[config.mk]
export PLATFORM = sky130hd
export DESIGN_NAME = sprc_supply_ctrl
export DESIGN_NICKNAME = d
export VERILOG_FILES = /design/src/sprc_pkg.sv /design/src/sprc_supply_ctrl.sv
export SDC_FILE = /design/constraint.sdc
export NUM_CORES = 1
export LEC_CHECK = 0
export ABC_AREA = 1
export BUFFER_PORTS_ARGS = -buffer_cell sky130_fd_sc_hd__buf_2
export CAP_MARGIN = 30
export CELL_PAD_IN_SITES_DETAIL_PLACEMENT = 0
export CELL_PAD_IN_SITES_GLOBAL_PLACEMENT = 1
export CORE_MARGIN = 3
export CORE_UTILIZATION = 34
export DETAILED_ROUTE_END_ITERATION = 8
export PLACE_DENSITY = 0.84
export SETUP_SLACK_MARGIN = 0.5
export SYNTH_ARGS = -nofsm -noshare
export SYNTH_HDL_FRONTEND = slang
export SYNTH_SLANG_ARGS = --single-unit
[constraint.sdc]
create_clock -name aclk -period 2.1 [get_ports aclk]
set_input_delay 0.21 -clock aclk [delete_from_list [all_inputs] [get_ports aclk]]
set_output_delay 0.21 -clock aclk [all_outputs]
set_load 0.1 [all_outputs]
[src/sprc_pkg.sv]
/*
 * Shared constants for the supply regulator and power-fail control block:
 * register byte offsets, field positions, reset values and timing.
 * Assumes a 32-bit AXI4-Lite register bus and a 50 MHz system clock.
 */
package sprc_pkg;

  ////////////////////////////////////////////////////////////////////////////
  // register byte offsets (each register one aligned word)
  localparam logic [7:0] SPRC_OFS_MODE_STATUS = 8'h00; // supply_mode_status
  localparam logic [7:0] SPRC_OFS_SW1_ENABLE  = 8'h04; // stage1_switcher_enable
  localparam logic [7:0] SPRC_OFS_SW2_ENABLE  = 8'h08; // stage2_switcher_enable
  localparam logic [7:0] SPRC_OFS_STAGE1_LVL  = 8'h0C; // stage1_output_level
  localparam logic [7:0] SPRC_OFS_PF_CONTROL  = 8'h10; // powerfail_control
  localparam logic [7:0] SPRC_OFS_PF_EVENT    = 8'h14; // powerfail_warning_event
  localparam logic [7:0] SPRC_OFS_SUPERVISOR  = 8'h18; // supervisor status

  ////////////////////////////////////////////////////////////////////////////
  // field positions
  localparam int SPRC_BIT_HIGH_MODE = 0; // mode status: 1 = high voltage
  localparam int SPRC_BIT_ENABLE    = 0; // switcher / comparator enable
  localparam int SPRC_POS_THRESHOLD = 1; // powerfail_control threshold lsb
  localparam int SPRC_BIT_EVENT     = 0; // warning event flag
  localparam int SPRC_BIT_BELOW     = 0; // supervisor: supply below threshold
  localparam int SPRC_BIT_ACTIVE    = 1; // supervisor: comparator active
  localparam int SPRC_BIT_BLOCKED   = 2; // supervisor: flash writes blocked
  localparam int SPRC_BIT_RELEASED  = 3; // supervisor: system out of reset

  ////////////////////////////////////////////////////////////////////////////
  // reset values
  localparam logic       SPRC_RST_SW_ENABLE = 1'b0; // linear operation
  localparam logic       SPRC_RST_PF_ENABLE = 1'b0; // comparator off
  localparam logic [7:0] SPRC_RST_STAGE1_LVL = 8'h00;
  localparam logic [7:0] SPRC_RST_THRESHOLD  = 8'h00;

  ////////////////////////////////////////////////////////////////////////////
  // bus answers
  localparam logic [1:0] SPRC_RESP_OKAY   = 2'h0;
  localparam logic [1:0] SPRC_RESP_SLVERR = 2'h2;

  ////////////////////////////////////////////////////////////////////////////
  // timing
  localparam int SPRC_CLK_MHZ     = 50;
  localparam int SPRC_POR_HOLD_NS = 1000; // least power-on hold after release
  localparam int SPRC_POR_CYCLES  =
    (SPRC_POR_HOLD_NS * SPRC_CLK_MHZ + 999) / 1000;

endpackage

[src/sprc_supply_ctrl.sv]
/*
 * Supply regulator and power-fail control: AXI4-Lite register slave,
 * regulator stage enables, power-on/brownout reset hold and the
 * power-fail comparator with its warning event and flash write block.
 * Assumes supply_code is an already digitised supply reading and all
 * inputs are synchronous to aclk.
 */
// Register access over AXI4-Lite and the placing of the registers were decided locally.
//
// How it works
// - supply mode readable as normal or high voltage in a status register
// - normal mode uses stage two only; stage one kept disabled
// - high mode runs both stages, stage one feeding stage two
// - after reset switchers off; stage two and, in high mode, stage one run linear
// - two independent switcher enables, one per stage
// - an enabled switcher turns off that stage's linear regulator
// - stage one output level held; sets io high level in high mode
// - brownout holds system reset; power-on reset signalled on connection
// - comparator active only once software enables it and sets threshold
// - supply falling below threshold raises the warning event
// - event also raised if already below at enable or threshold raise
// - enabled and below threshold blocks every flash write
// - comparator inactive in system off or without fast clock
module sprc_supply_ctrl
  import sprc_pkg::*;
#(
  parameter int LEVEL_W = 3,
  parameter int THR_W   = 4
) (
  input  wire logic               aclk,
  input  wire logic               aresetn,
  input  wire logic [7:0]         s_axi_awaddr,
  input  wire logic               s_axi_awvalid,
  output logic                    s_axi_awready,
  input  wire logic [31:0]        s_axi_wdata,
  input  wire logic [3:0]         s_axi_wstrb,
  input  wire logic               s_axi_wvalid,
  output logic                    s_axi_wready,
  output logic [1:0]              s_axi_bresp,
  output logic                    s_axi_bvalid,
  input  wire logic               s_axi_bready,
  input  wire logic [7:0]         s_axi_araddr,
  input  wire logic               s_axi_arvalid,
  output logic                    s_axi_arready,
  output logic [31:0]             s_axi_rdata,
  output logic [1:0]              s_axi_rresp,
  output logic                    s_axi_rvalid,
  input  wire logic               s_axi_rready,
  input  wire logic               high_voltage_mode,
  input  wire logic               brownout_low,
  input  wire logic               system_off,
  input  wire logic               fast_clk_running,
  input  wire logic [THR_W-1:0]   supply_code,
  output logic                    stage1_ldo_on,
  output logic                    stage1_switcher_on,
  output logic                    stage2_ldo_on,
  output logic                    stage2_switcher_on,
  output logic [LEVEL_W-1:0]      stage1_output_level,
  output logic                    io_level_from_stage1,
  output logic                    powerfail_warning_event,
  output logic                    flash_write_block,
  output logic                    system_reset_n,
  output logic                    power_on_pulse
);

  ////////////////////////////////////////////////////////////////////////////
  // elaboration checks: fields must fit the low byte of a word
  if (LEVEL_W < 1 || LEVEL_W > 8) begin : g_bad_level
    $error("LEVEL_W must lie in 1..8");
  end
  if (THR_W < 1 || THR_W > 7) begin : g_bad_thr
    $error("THR_W must lie in 1..7");
  end

  localparam int POR_W = $clog2(SPRC_POR_CYCLES + 1);
  localparam logic [POR_W-1:0] POR_LAST = POR_W'(SPRC_POR_CYCLES);

  typedef struct packed {
    logic               aw_got;
    logic [7:0]         aw_addr;
    logic               w_got;
    logic [7:0]         w_byte;
    logic               w_lane;
    logic               bvalid;
    logic [1:0]         bresp;
    logic               rvalid;
    logic [1:0]         rresp;
    logic [31:0]        rdata;
    logic               sw1_en;
    logic               sw2_en;
    logic [LEVEL_W-1:0] level;
    logic               pf_en;
    logic [THR_W-1:0]   pf_thr;
    logic               pf_evt;
    logic               below_prev;
    logic [POR_W-1:0]   por_cnt;
    logic               por_done;
    logic               por_pulse;
    logic               st1_ldo;
    logic               st1_sw;
    logic               st2_ldo;
    logic               st2_sw;
    logic               blk;
    logic               rst_n;
  } sprc_state_type;

  sprc_state_type st_ff;
  sprc_state_type nxt_st;

  // address is mapped when it names one of the seven words
  function automatic logic sprc_mapped(input logic [7:0] a);
    return a[1:0] == 2'h0 && a <= SPRC_OFS_SUPERVISOR;
  endfunction

  ////////////////////////////////////////////////////////////////////////////
  // comparator conditions, shared by the process and the checks
  logic       cmp_active;
  logic       below;
  logic       do_write;
  logic [7:0] wr_addr;
  logic [7:0] wr_byte;
  logic       wr_lane;
  logic       evt_clear;

  assign cmp_active = st_ff.pf_en && !system_off && fast_clk_running;
  assign below      = supply_code < st_ff.pf_thr;

  // write fires once address and data are both in hand
  assign do_write = (st_ff.aw_got || (s_axi_awvalid && s_axi_awready)) &&
                    (st_ff.w_got || (s_axi_wvalid && s_axi_wready));
  assign wr_addr  = st_ff.aw_got ? st_ff.aw_addr : s_axi_awaddr;
  assign wr_byte  = st_ff.w_got ? st_ff.w_byte : s_axi_wdata[7:0];
  assign wr_lane  = st_ff.w_got ? st_ff.w_lane : s_axi_wstrb[0];
  assign evt_clear = do_write && wr_lane && wr_addr == SPRC_OFS_PF_EVENT &&
                     !wr_byte[SPRC_BIT_EVENT];

  // handshake readies are combinational; one write, one read at a time
  assign s_axi_awready = !st_ff.aw_got && !st_ff.bvalid;
  assign s_axi_wready  = !st_ff.w_got && !st_ff.bvalid;
  assign s_axi_arready = !st_ff.rvalid;

  ////////////////////////////////////////////////////////////////////////////
  // next state
  always_comb begin
    nxt_st = st_ff;
    nxt_st.por_pulse = 1'b0;

    // bus write side: hold each half until the other arrives
    if (s_axi_awvalid && s_axi_awready) begin
      nxt_st.aw_got  = 1'b1;
      nxt_st.aw_addr = s_axi_awaddr;
    end
    if (s_axi_wvalid && s_axi_wready) begin
      nxt_st.w_got  = 1'b1;
      nxt_st.w_byte = s_axi_wdata[7:0];
      nxt_st.w_lane = s_axi_wstrb[0];
    end
    if (st_ff.bvalid && s_axi_bready) begin
      nxt_st.bvalid = 1'b0;
    end
    if (do_write) begin
      nxt_st.aw_got = 1'b0;
      nxt_st.w_got  = 1'b0;
      nxt_st.bvalid = 1'b1;
      nxt_st.bresp  = sprc_mapped(wr_addr) ? SPRC_RESP_OKAY
                                           : SPRC_RESP_SLVERR;
      // every field sits in byte lane 0; status words ignore writes
      if (wr_lane) begin
        case (wr_addr)
          SPRC_OFS_SW1_ENABLE: nxt_st.sw1_en = wr_byte[SPRC_BIT_ENABLE];
          SPRC_OFS_SW2_ENABLE: nxt_st.sw2_en = wr_byte[SPRC_BIT_ENABLE];
          SPRC_OFS_STAGE1_LVL: nxt_st.level = wr_byte[LEVEL_W-1:0];
          SPRC_OFS_PF_CONTROL: begin
            nxt_st.pf_en  = wr_byte[SPRC_BIT_ENABLE];
            nxt_st.pf_thr = wr_byte[SPRC_POS_THRESHOLD +: THR_W];
          end
          default: ;
        endcase
      end
    end

    // bus read side: data registered one cycle after the address
    if (st_ff.rvalid && s_axi_rready) begin
      nxt_st.rvalid = 1'b0;
    end
    if (s_axi_arvalid && s_axi_arready) begin
      nxt_st.rvalid = 1'b1;
      nxt_st.rdata  = 32'h0000_0000;
      nxt_st.rresp  = sprc_mapped(s_axi_araddr) ? SPRC_RESP_OKAY
                                                : SPRC_RESP_SLVERR;
      case (s_axi_araddr)
        SPRC_OFS_MODE_STATUS:
          nxt_st.rdata[SPRC_BIT_HIGH_MODE] = high_voltage_mode;
        SPRC_OFS_SW1_ENABLE:
          nxt_st.rdata[SPRC_BIT_ENABLE] = st_ff.sw1_en;
        SPRC_OFS_SW2_ENABLE:
          nxt_st.rdata[SPRC_BIT_ENABLE] = st_ff.sw2_en;
        SPRC_OFS_STAGE1_LVL:
          nxt_st.rdata[LEVEL_W-1:0] = st_ff.level;
        SPRC_OFS_PF_CONTROL: begin
          nxt_st.rdata[SPRC_BIT_ENABLE] = st_ff.pf_en;
          nxt_st.rdata[SPRC_POS_THRESHOLD +: THR_W] = st_ff.pf_thr;
        end
        SPRC_OFS_PF_EVENT:
          nxt_st.rdata[SPRC_BIT_EVENT] = st_ff.pf_evt;
        SPRC_OFS_SUPERVISOR: begin
          nxt_st.rdata[SPRC_BIT_BELOW]    = cmp_active && below;
          nxt_st.rdata[SPRC_BIT_ACTIVE]   = cmp_active;
          nxt_st.rdata[SPRC_BIT_BLOCKED]  = st_ff.blk;
          nxt_st.rdata[SPRC_BIT_RELEASED] = st_ff.rst_n;
        end
        default: ;
      endcase
    end

    // stage one off in normal mode on in high mode
    // a switcher displaces its own linear regulator
    nxt_st.st1_ldo = high_voltage_mode && !st_ff.sw1_en;
    nxt_st.st1_sw  = high_voltage_mode && st_ff.sw1_en;
    nxt_st.st2_ldo = !st_ff.sw2_en;
    nxt_st.st2_sw  = st_ff.sw2_en;

    // one set per entry into the below state
    // rising edge of active-and-below covers enable and threshold raise
    nxt_st.below_prev = cmp_active && below;
    if (evt_clear) begin
      nxt_st.pf_evt = 1'b0;
    end
    if (cmp_active && below && !st_ff.below_prev) begin
      nxt_st.pf_evt = 1'b1; // set wins over a clear in the same cycle
    end

    nxt_st.blk = cmp_active && below;

    // power-on hold after release, brownout holds reset at any time
    if (!st_ff.por_done) begin
      if (st_ff.por_cnt == POR_LAST) begin
        nxt_st.por_done  = 1'b1;
        nxt_st.por_pulse = 1'b1;
      end else begin
        nxt_st.por_cnt = st_ff.por_cnt + POR_W'(1);
      end
    end
    nxt_st.rst_n = st_ff.por_done && !brownout_low;
  end

  ////////////////////////////////////////////////////////////////////////////
  // state register
  always_ff @(posedge aclk) begin
    if (!aresetn) begin
      st_ff <= '0;
      st_ff.sw1_en  <= SPRC_RST_SW_ENABLE;
      st_ff.sw2_en  <= SPRC_RST_SW_ENABLE;
      st_ff.st2_ldo <= 1'b1;
      st_ff.level   <= SPRC_RST_STAGE1_LVL[LEVEL_W-1:0];
      st_ff.pf_en   <= SPRC_RST_PF_ENABLE;
      st_ff.pf_thr  <= SPRC_RST_THRESHOLD[THR_W-1:0];
      st_ff.bresp   <= SPRC_RESP_OKAY;
      st_ff.rresp   <= SPRC_RESP_OKAY;
    end else begin
      st_ff <= nxt_st;
    end
  end

  ////////////////////////////////////////////////////////////////////////////
  // outputs, all from the state register
  assign s_axi_bvalid            = st_ff.bvalid;
  assign s_axi_bresp             = st_ff.bresp;
  assign s_axi_rvalid            = st_ff.rvalid;
  assign s_axi_rresp             = st_ff.rresp;
  assign s_axi_rdata             = st_ff.rdata;
  assign stage1_ldo_on           = st_ff.st1_ldo;
  assign stage1_switcher_on      = st_ff.st1_sw;
  assign stage2_ldo_on           = st_ff.st2_ldo;
  assign stage2_switcher_on      = st_ff.st2_sw;
  assign stage1_output_level     = st_ff.level;
  // io high level follows stage one only while it feeds the supply pin
  assign io_level_from_stage1    = st_ff.st1_ldo || st_ff.st1_sw;
  assign powerfail_warning_event = st_ff.pf_evt;
  assign flash_write_block       = st_ff.blk;
  assign system_reset_n          = st_ff.rst_n;
  assign power_on_pulse          = st_ff.por_pulse;
endmodule

Word level (Yosys, flattened, before mapping)
Cells that the tools add are included.
Operators by class
  multiplexer cells: 17
  bitwise operators: 3
  $add $sub $neg: 1
  reductions and logical operators: 46
  eq/ne operators: 12
  $lt $le $gt $ge: 3
Operators with widths (number)
  equality test 8 x 5 -> 1 bit, second input constant: 5
  2-to-1 mux 35 bit: 1
  equality test 8 x 4 -> 1 bit, second input constant: 4
  logical AND 1 bit: 20
  equality test 8 x 3 -> 1 bit, second input constant: 2
  <= comparator 8 x 5 -> 1 bit, second input constant: 2
  AND reduction 3 bit: 4
  zero test 1 bit: 10
  zero test 8 bit: 1
  2-to-1 mux 2 bit: 4
  2-to-1 mux 8 bit: 1
  case mux 1 bit (7 select lines): 1
  adder 6 x 1 -> 6 bit, second input constant: 1
  equality test 6 bit, second input constant: 1
  2-to-1 mux 1 bit: 6
  case mux 2 bit (3 select lines): 1
  nonzero test 2 bit: 3
  2-to-1 mux 5 bit: 1
  zero test 2 bit: 2
  less-than comparator 4 bit: 1
  OR reduction 2 bit: 2
  logical OR 1 bit: 3
  2-to-1 mux 3 bit: 1
  inverter 1 bit: 3
  other kinds (2): 2
Word-level totals
  output and inout port bits: 53
  word-level logic and storage cells: 107
  input port bits: 67
  register bits after elaboration: 52

Depth between registers and ports, before layout
  depth in word-level cells: 10
  gate-level depth with buffers: 11
  mapped depth without buffers: 11

Worst setup path before layout
Ideal clock, no wire load.
  path kind: reg2reg
  start: reg st_ff, in the netlist s_axi_bvalid
  end: reg st_ff[18] in the netlist's numbering
  data required time: 1.986 ns
  clock period less this slack: 2.714 ns
  path slack: -0.614 ns
  library setup time: 0.114 ns
  data arrival time: 2.600 ns
  cell stages (with the launch flop): 10
  cell sequence: dfxtp_1 > nor2_2 > nand2_2 > nand2_2 > nand2_2 > a21oi_2 > buf_4 > nand2_4 > nor2_1 > nor2_2
Between the ends
  word-level cells in the longest chain between the ends: 6
  elaborated cells between the ends (all ways): 9
  classes of those cells: reduce/logical: 9
RTL lines
  from (decl): RTL line sprc_supply_ctrl.sv:107  | sprc_state_type st_ff;
  from (signal assigned): RTL line sprc_supply_ctrl.sv:261  | st_ff <= nxt_st;
  zero test 1 bit: RTL line sprc_supply_ctrl.sv:139  | assign s_axi_wready = !st_ff.w_got && !st_ff.bvalid;
  logical AND 1 bit: RTL line sprc_supply_ctrl.sv:139
  net s_axi_wready: RTL line sprc_supply_ctrl.sv:38  | output logic s_axi_wready,
  logical AND 1 bit: RTL line sprc_supply_ctrl.sv:130  | (st_ff.w_got || (s_axi_wvalid && s_axi_wready));
  logical OR 1 bit: RTL line sprc_supply_ctrl.sv:130
  logical AND 1 bit: RTL line sprc_supply_ctrl.sv:129  | assign do_write = (st_ff.aw_got || (s_axi_awvalid && s_axi_awready)) &&
  AND reduction 3 bit (no source line)
The timed path passes the listed nets, and every way through them passes these cells.
A chain may end at the register's enable or synchronous reset.

Worst setup path in the final report
  start: reg st_ff[73] in the netlist's numbering
  end: reg st_ff[16] in the netlist's numbering
Between the ends
  word-level cells in the longest chain between the ends: 6
  elaborated cells between the ends (all ways): 8
  classes of those cells: mux: 2; reduce/logical: 6
RTL lines (RTL line)
  zero test 1 bit: sprc_supply_ctrl.sv:139
  logical AND 1 bit: sprc_supply_ctrl.sv:139
  logical AND 1 bit: sprc_supply_ctrl.sv:130
  logical OR 1 bit: sprc_supply_ctrl.sv:130
  logical AND 1 bit: sprc_supply_ctrl.sv:129
  AND reduction 3 bit (no source line)
Several ways; a longest one is shown, not always the timed one.

==> metrics.md <==
| Metric | Value |
|---|---|
| Fraction of layout cells with a size suffix above 1 | 25.76% |
| Sequential fraction of the synthesis area | 36.73% |
| Summed negative setup slack over all endpoints | 0 ns |
| Number of iterations in the first detailed-routing pass | 4 |
| Number of clock buffers inserted by TritonCTS | 5 |
| Transition time at the pin with the least slew margin | 0.5835 ns |
| Clock sinks | 50 |
| Worst path slowest cell | sky130_fd_sc_hd__dfxtp_4 |
| Remaining antenna violation count | 0 |
| Final worst clock skew | 0.009535 ns |
| Horizontal die dimension | 95.53 um |
| Die area | 9125 um^2 |
| Residual DRC count | 0 |
| Max Cap Violations | 0 |
| DR WL/cell | 10.51 um |
| Std-Cell Rows | 32 |
| Leakage power | 1.572 nW |
| Hold Crit Class | in -> reg |
| Syn avg cell area | 6.813 um^2 |
| Ant diodes | 0 |
| Post-route worst hold slack | 0.05476 ns |
| Pre-CTS WS | 0.4123 ns |
| # H-tree levels | 2 |
| Port Buf Inserts | 60 |
| Antenna violations before repair | 0 |
| Number of placed I/O pins | 120 |
| Critical path arrival | 1.69 ns |
| Core box area | 7767 um^2 |
| Type of element launching the critical path | flip-flop |
| Crit end category | flip-flop |
| Post-synthesis sequential element count | 50 |
| Fin nets | 529 |
| Global-route wire length before repair | 9701 um |
| Final wirelength | 5885 um |
| Global-route total usage across every layer | 13.00% |
| Vias in the first global route | 2263 |
| Highest cell delay on the worst timing path | 0.39 ns |
| WP data required | 2.30 ns |
| Yosys Warn Count | 0 |
| Worst-case headroom to the max-slew limit | 60.69% |
| Fin. Hold Viols | 0 |
| Power density normalized to cell area | 814.6 nW/um^2 |
| Initial Util | 35.08% |
| Worst-case setup margin in the final layout | 0.6059 ns |
| Skew-Pair Late Insertion Delay | 0.30 ns |
| Syn Std Cell Area | 2725 um^2 |
| Synth unique cells | 32 |
| Buffers from clock root to sink, at most | 2 |
| Largest net degree at the start of global routing | 37 |
| Worst Path Class, Setup | reg -> reg |
| Worst-path fanout max | 8 |
| Clock-pin slew on the worst setup and hold paths | 0.10 ns |
| Violation count after the first detailed-route iteration | 53 |
| Most frequent cells in the layout | 71 x sky130_fd_sc_hd__nand2_1, 61 x sky130_fd_sc_hd__nor2_1, 61 x sky130_fd_sc_hd__buf_2, 45 x sky130_fd_sc_hd__inv_1, 43 x sky130_fd_sc_hd__dfxtp_1 |
| Via density per instance | 4.343 |
| Min Clock Period, post-route | 1.494 ns |
| Dpl hpwl | 4528 um |
| CTS tree | done |
| Most used cell, CP | sky130_fd_sc_hd__nand2_2 |
| Result of the run | completed |
| Worst vdd ir | 0.0002929 V |
| Die boundary height | 95.53 um |
| Maximum achievable frequency | 0.6693 GHz |
| Final Instance Area | 3189 um^2 |
| Remaining Overflow, GRT | 0 |
| Core Util, Final | 41.06% |
| Reg2reg setup slack | 0.61 ns |
| Number of buffers inserted for hold repair after clock tree synthesis | 0 |
| Total via count after detailed routing | 2432 |
| Root Buffer | sky130_fd_sc_hd__clkbuf_8 |
| Gate count of the mapped netlist | 400 |
| Area growth from synthesis to layout | 17.03% |
| Final Max Tran Viols | 0 |
| Number of setup violations in the final report | 0 |
| Cell Chain, Critical Path | nor2_4, nand2_2, nand2_2, nand2_2, a21oi_4, buf_6, buf_4, nand3_1, nand2_1, nor2_1 |
| Last weighted congestion value of the routability-driven placer | 0.7906 |
| Dpl cell area | 2990 um^2 |
| RSZ-0062 raised after global routing | true |
| Final clock period utilization by the worst path | 71.15% |
| Most frequent standard cell in the layout excluding fill and tap cells | sky130_fd_sc_hd__nand2_1 |
-- final timing paths --
path | start | end | depth (start not counted)
setup / recovery | st_ff[73] | st_ff[16] | 10
hold reg to reg | st_ff[7] | power_on_pulse | 1
setup reg to reg | st_ff[73] | st_ff[16] | 10
hold / removal | brownout_low | system_reset_n | 2
-- report_power, final --
group / switching, W / total [W] / leakage, nW / internal [W]
Combinational: 0.000700 / 0.000884 / 1.11 / 0.000184
Clock: 0.000332 / 0.000640 / 0.0529 / 0.000308
Sequential: 0.0000567 / 0.00107 / 0.413 / 0.00102
Total: 0.00109 / 0.00260 / 1.57 / 0.00151
-- critical path: cells and delay by family, from the launching register on --
| kind | cells | cell delay, ns |
|---|---|---|
| AND/OR/NAND/NOR | 7 | 0.60 |
| flip-flops | 1 | 0.39 |
| buffers and inverters | 2 | 0.26 |
| AO/OA/AOI/OAI | 1 | 0.16 |
-- cell type report --
cell class              count  area [um^2]
fillers                   846         4578
flip-flops and latches     50         1020
inverters                  52        203.9
clock buffers               6        93.84
clock inverters             2        13.76
repair buffers             68        361.6
multi-input cells         280         1369
well taps                 102        127.6
-- sequential cells by signal (all words and copies together), names as in the netlist --
register and flops:
s_axi_bvalid 1, st_ff 29, s_axi_rdata 5, system_reset_n 1, stage1_switcher_on 1, s_axi_rresp 1
nxt_st 1, stage2_switcher_on 1, s_axi_bresp 1, stage1_output_level 3, power_on_pulse 1, flash_write_block 1
s_axi_rvalid 1, stage2_ldo_on 1, powerfail_warning_event 1, stage1_ldo_on 1
-- per-layer routing --
metal	part of all wire (%)	global-route usage (%)	up-vias
li1	-	-	1299
met1	45	16.54	1074
met2	48	22.29	53
met3	5.6	2.289	6
met4	1.3	3.910	0
met5	0	0	-
-- cells by family (layout without fill, tap and decap cells) --
group | Yosys count | after routing | share of synthesized area (%)
buffers and inverters | 98 | 128 | 19.15
adders and majority gates | 5 | 5 | 2.296
other | 1 | 29 | 0.1376
AOI/OAI and AO/OA | 53 | 53 | 10.74
DFF | 50 | 50 | 36.73
and+or+nand+nor | 193 | 193 | 30.95
-- metrics by stage --
stage	power, W	std cells
floorplan	0.001850	428
global placement	0.001928	547
detailed placement	0.001939	547
CTS	0.002592	555
global route	0.002749	560
finish	0.002598	560
-- synthesized netlist by cell type (all sizes together) --
cell type   n  area (um^2)
o21ba       1        10.01
ha          5        62.56
o211ai      2        15.01
a41oi       1        8.760
conb        1        3.750
nand2      80        317.8
o31ai       1        12.51
nand4       2        12.51
inv        52        195.2
nor2       70        280.3
dfxtp      50         1001
o21a        1        7.510
o21ai      29        145.1
nand3b      1        7.510
nor3        7        46.30
clkbuf      5        18.77
nand3      27        140.1
nor3b       1        7.510
buf        41        307.8
a21oi      18        93.84
or2         5        31.29
-- timing repair --
item | CTS | global route
gates cloned | 0 | 1
gates resized for setup | 3 | 15
pin swaps | 0 | 6
endpoints found under the setup margin | 10 | 15
setup buffers | 0 | 4
Note: power is estimated with default switching activity, not from simulation.
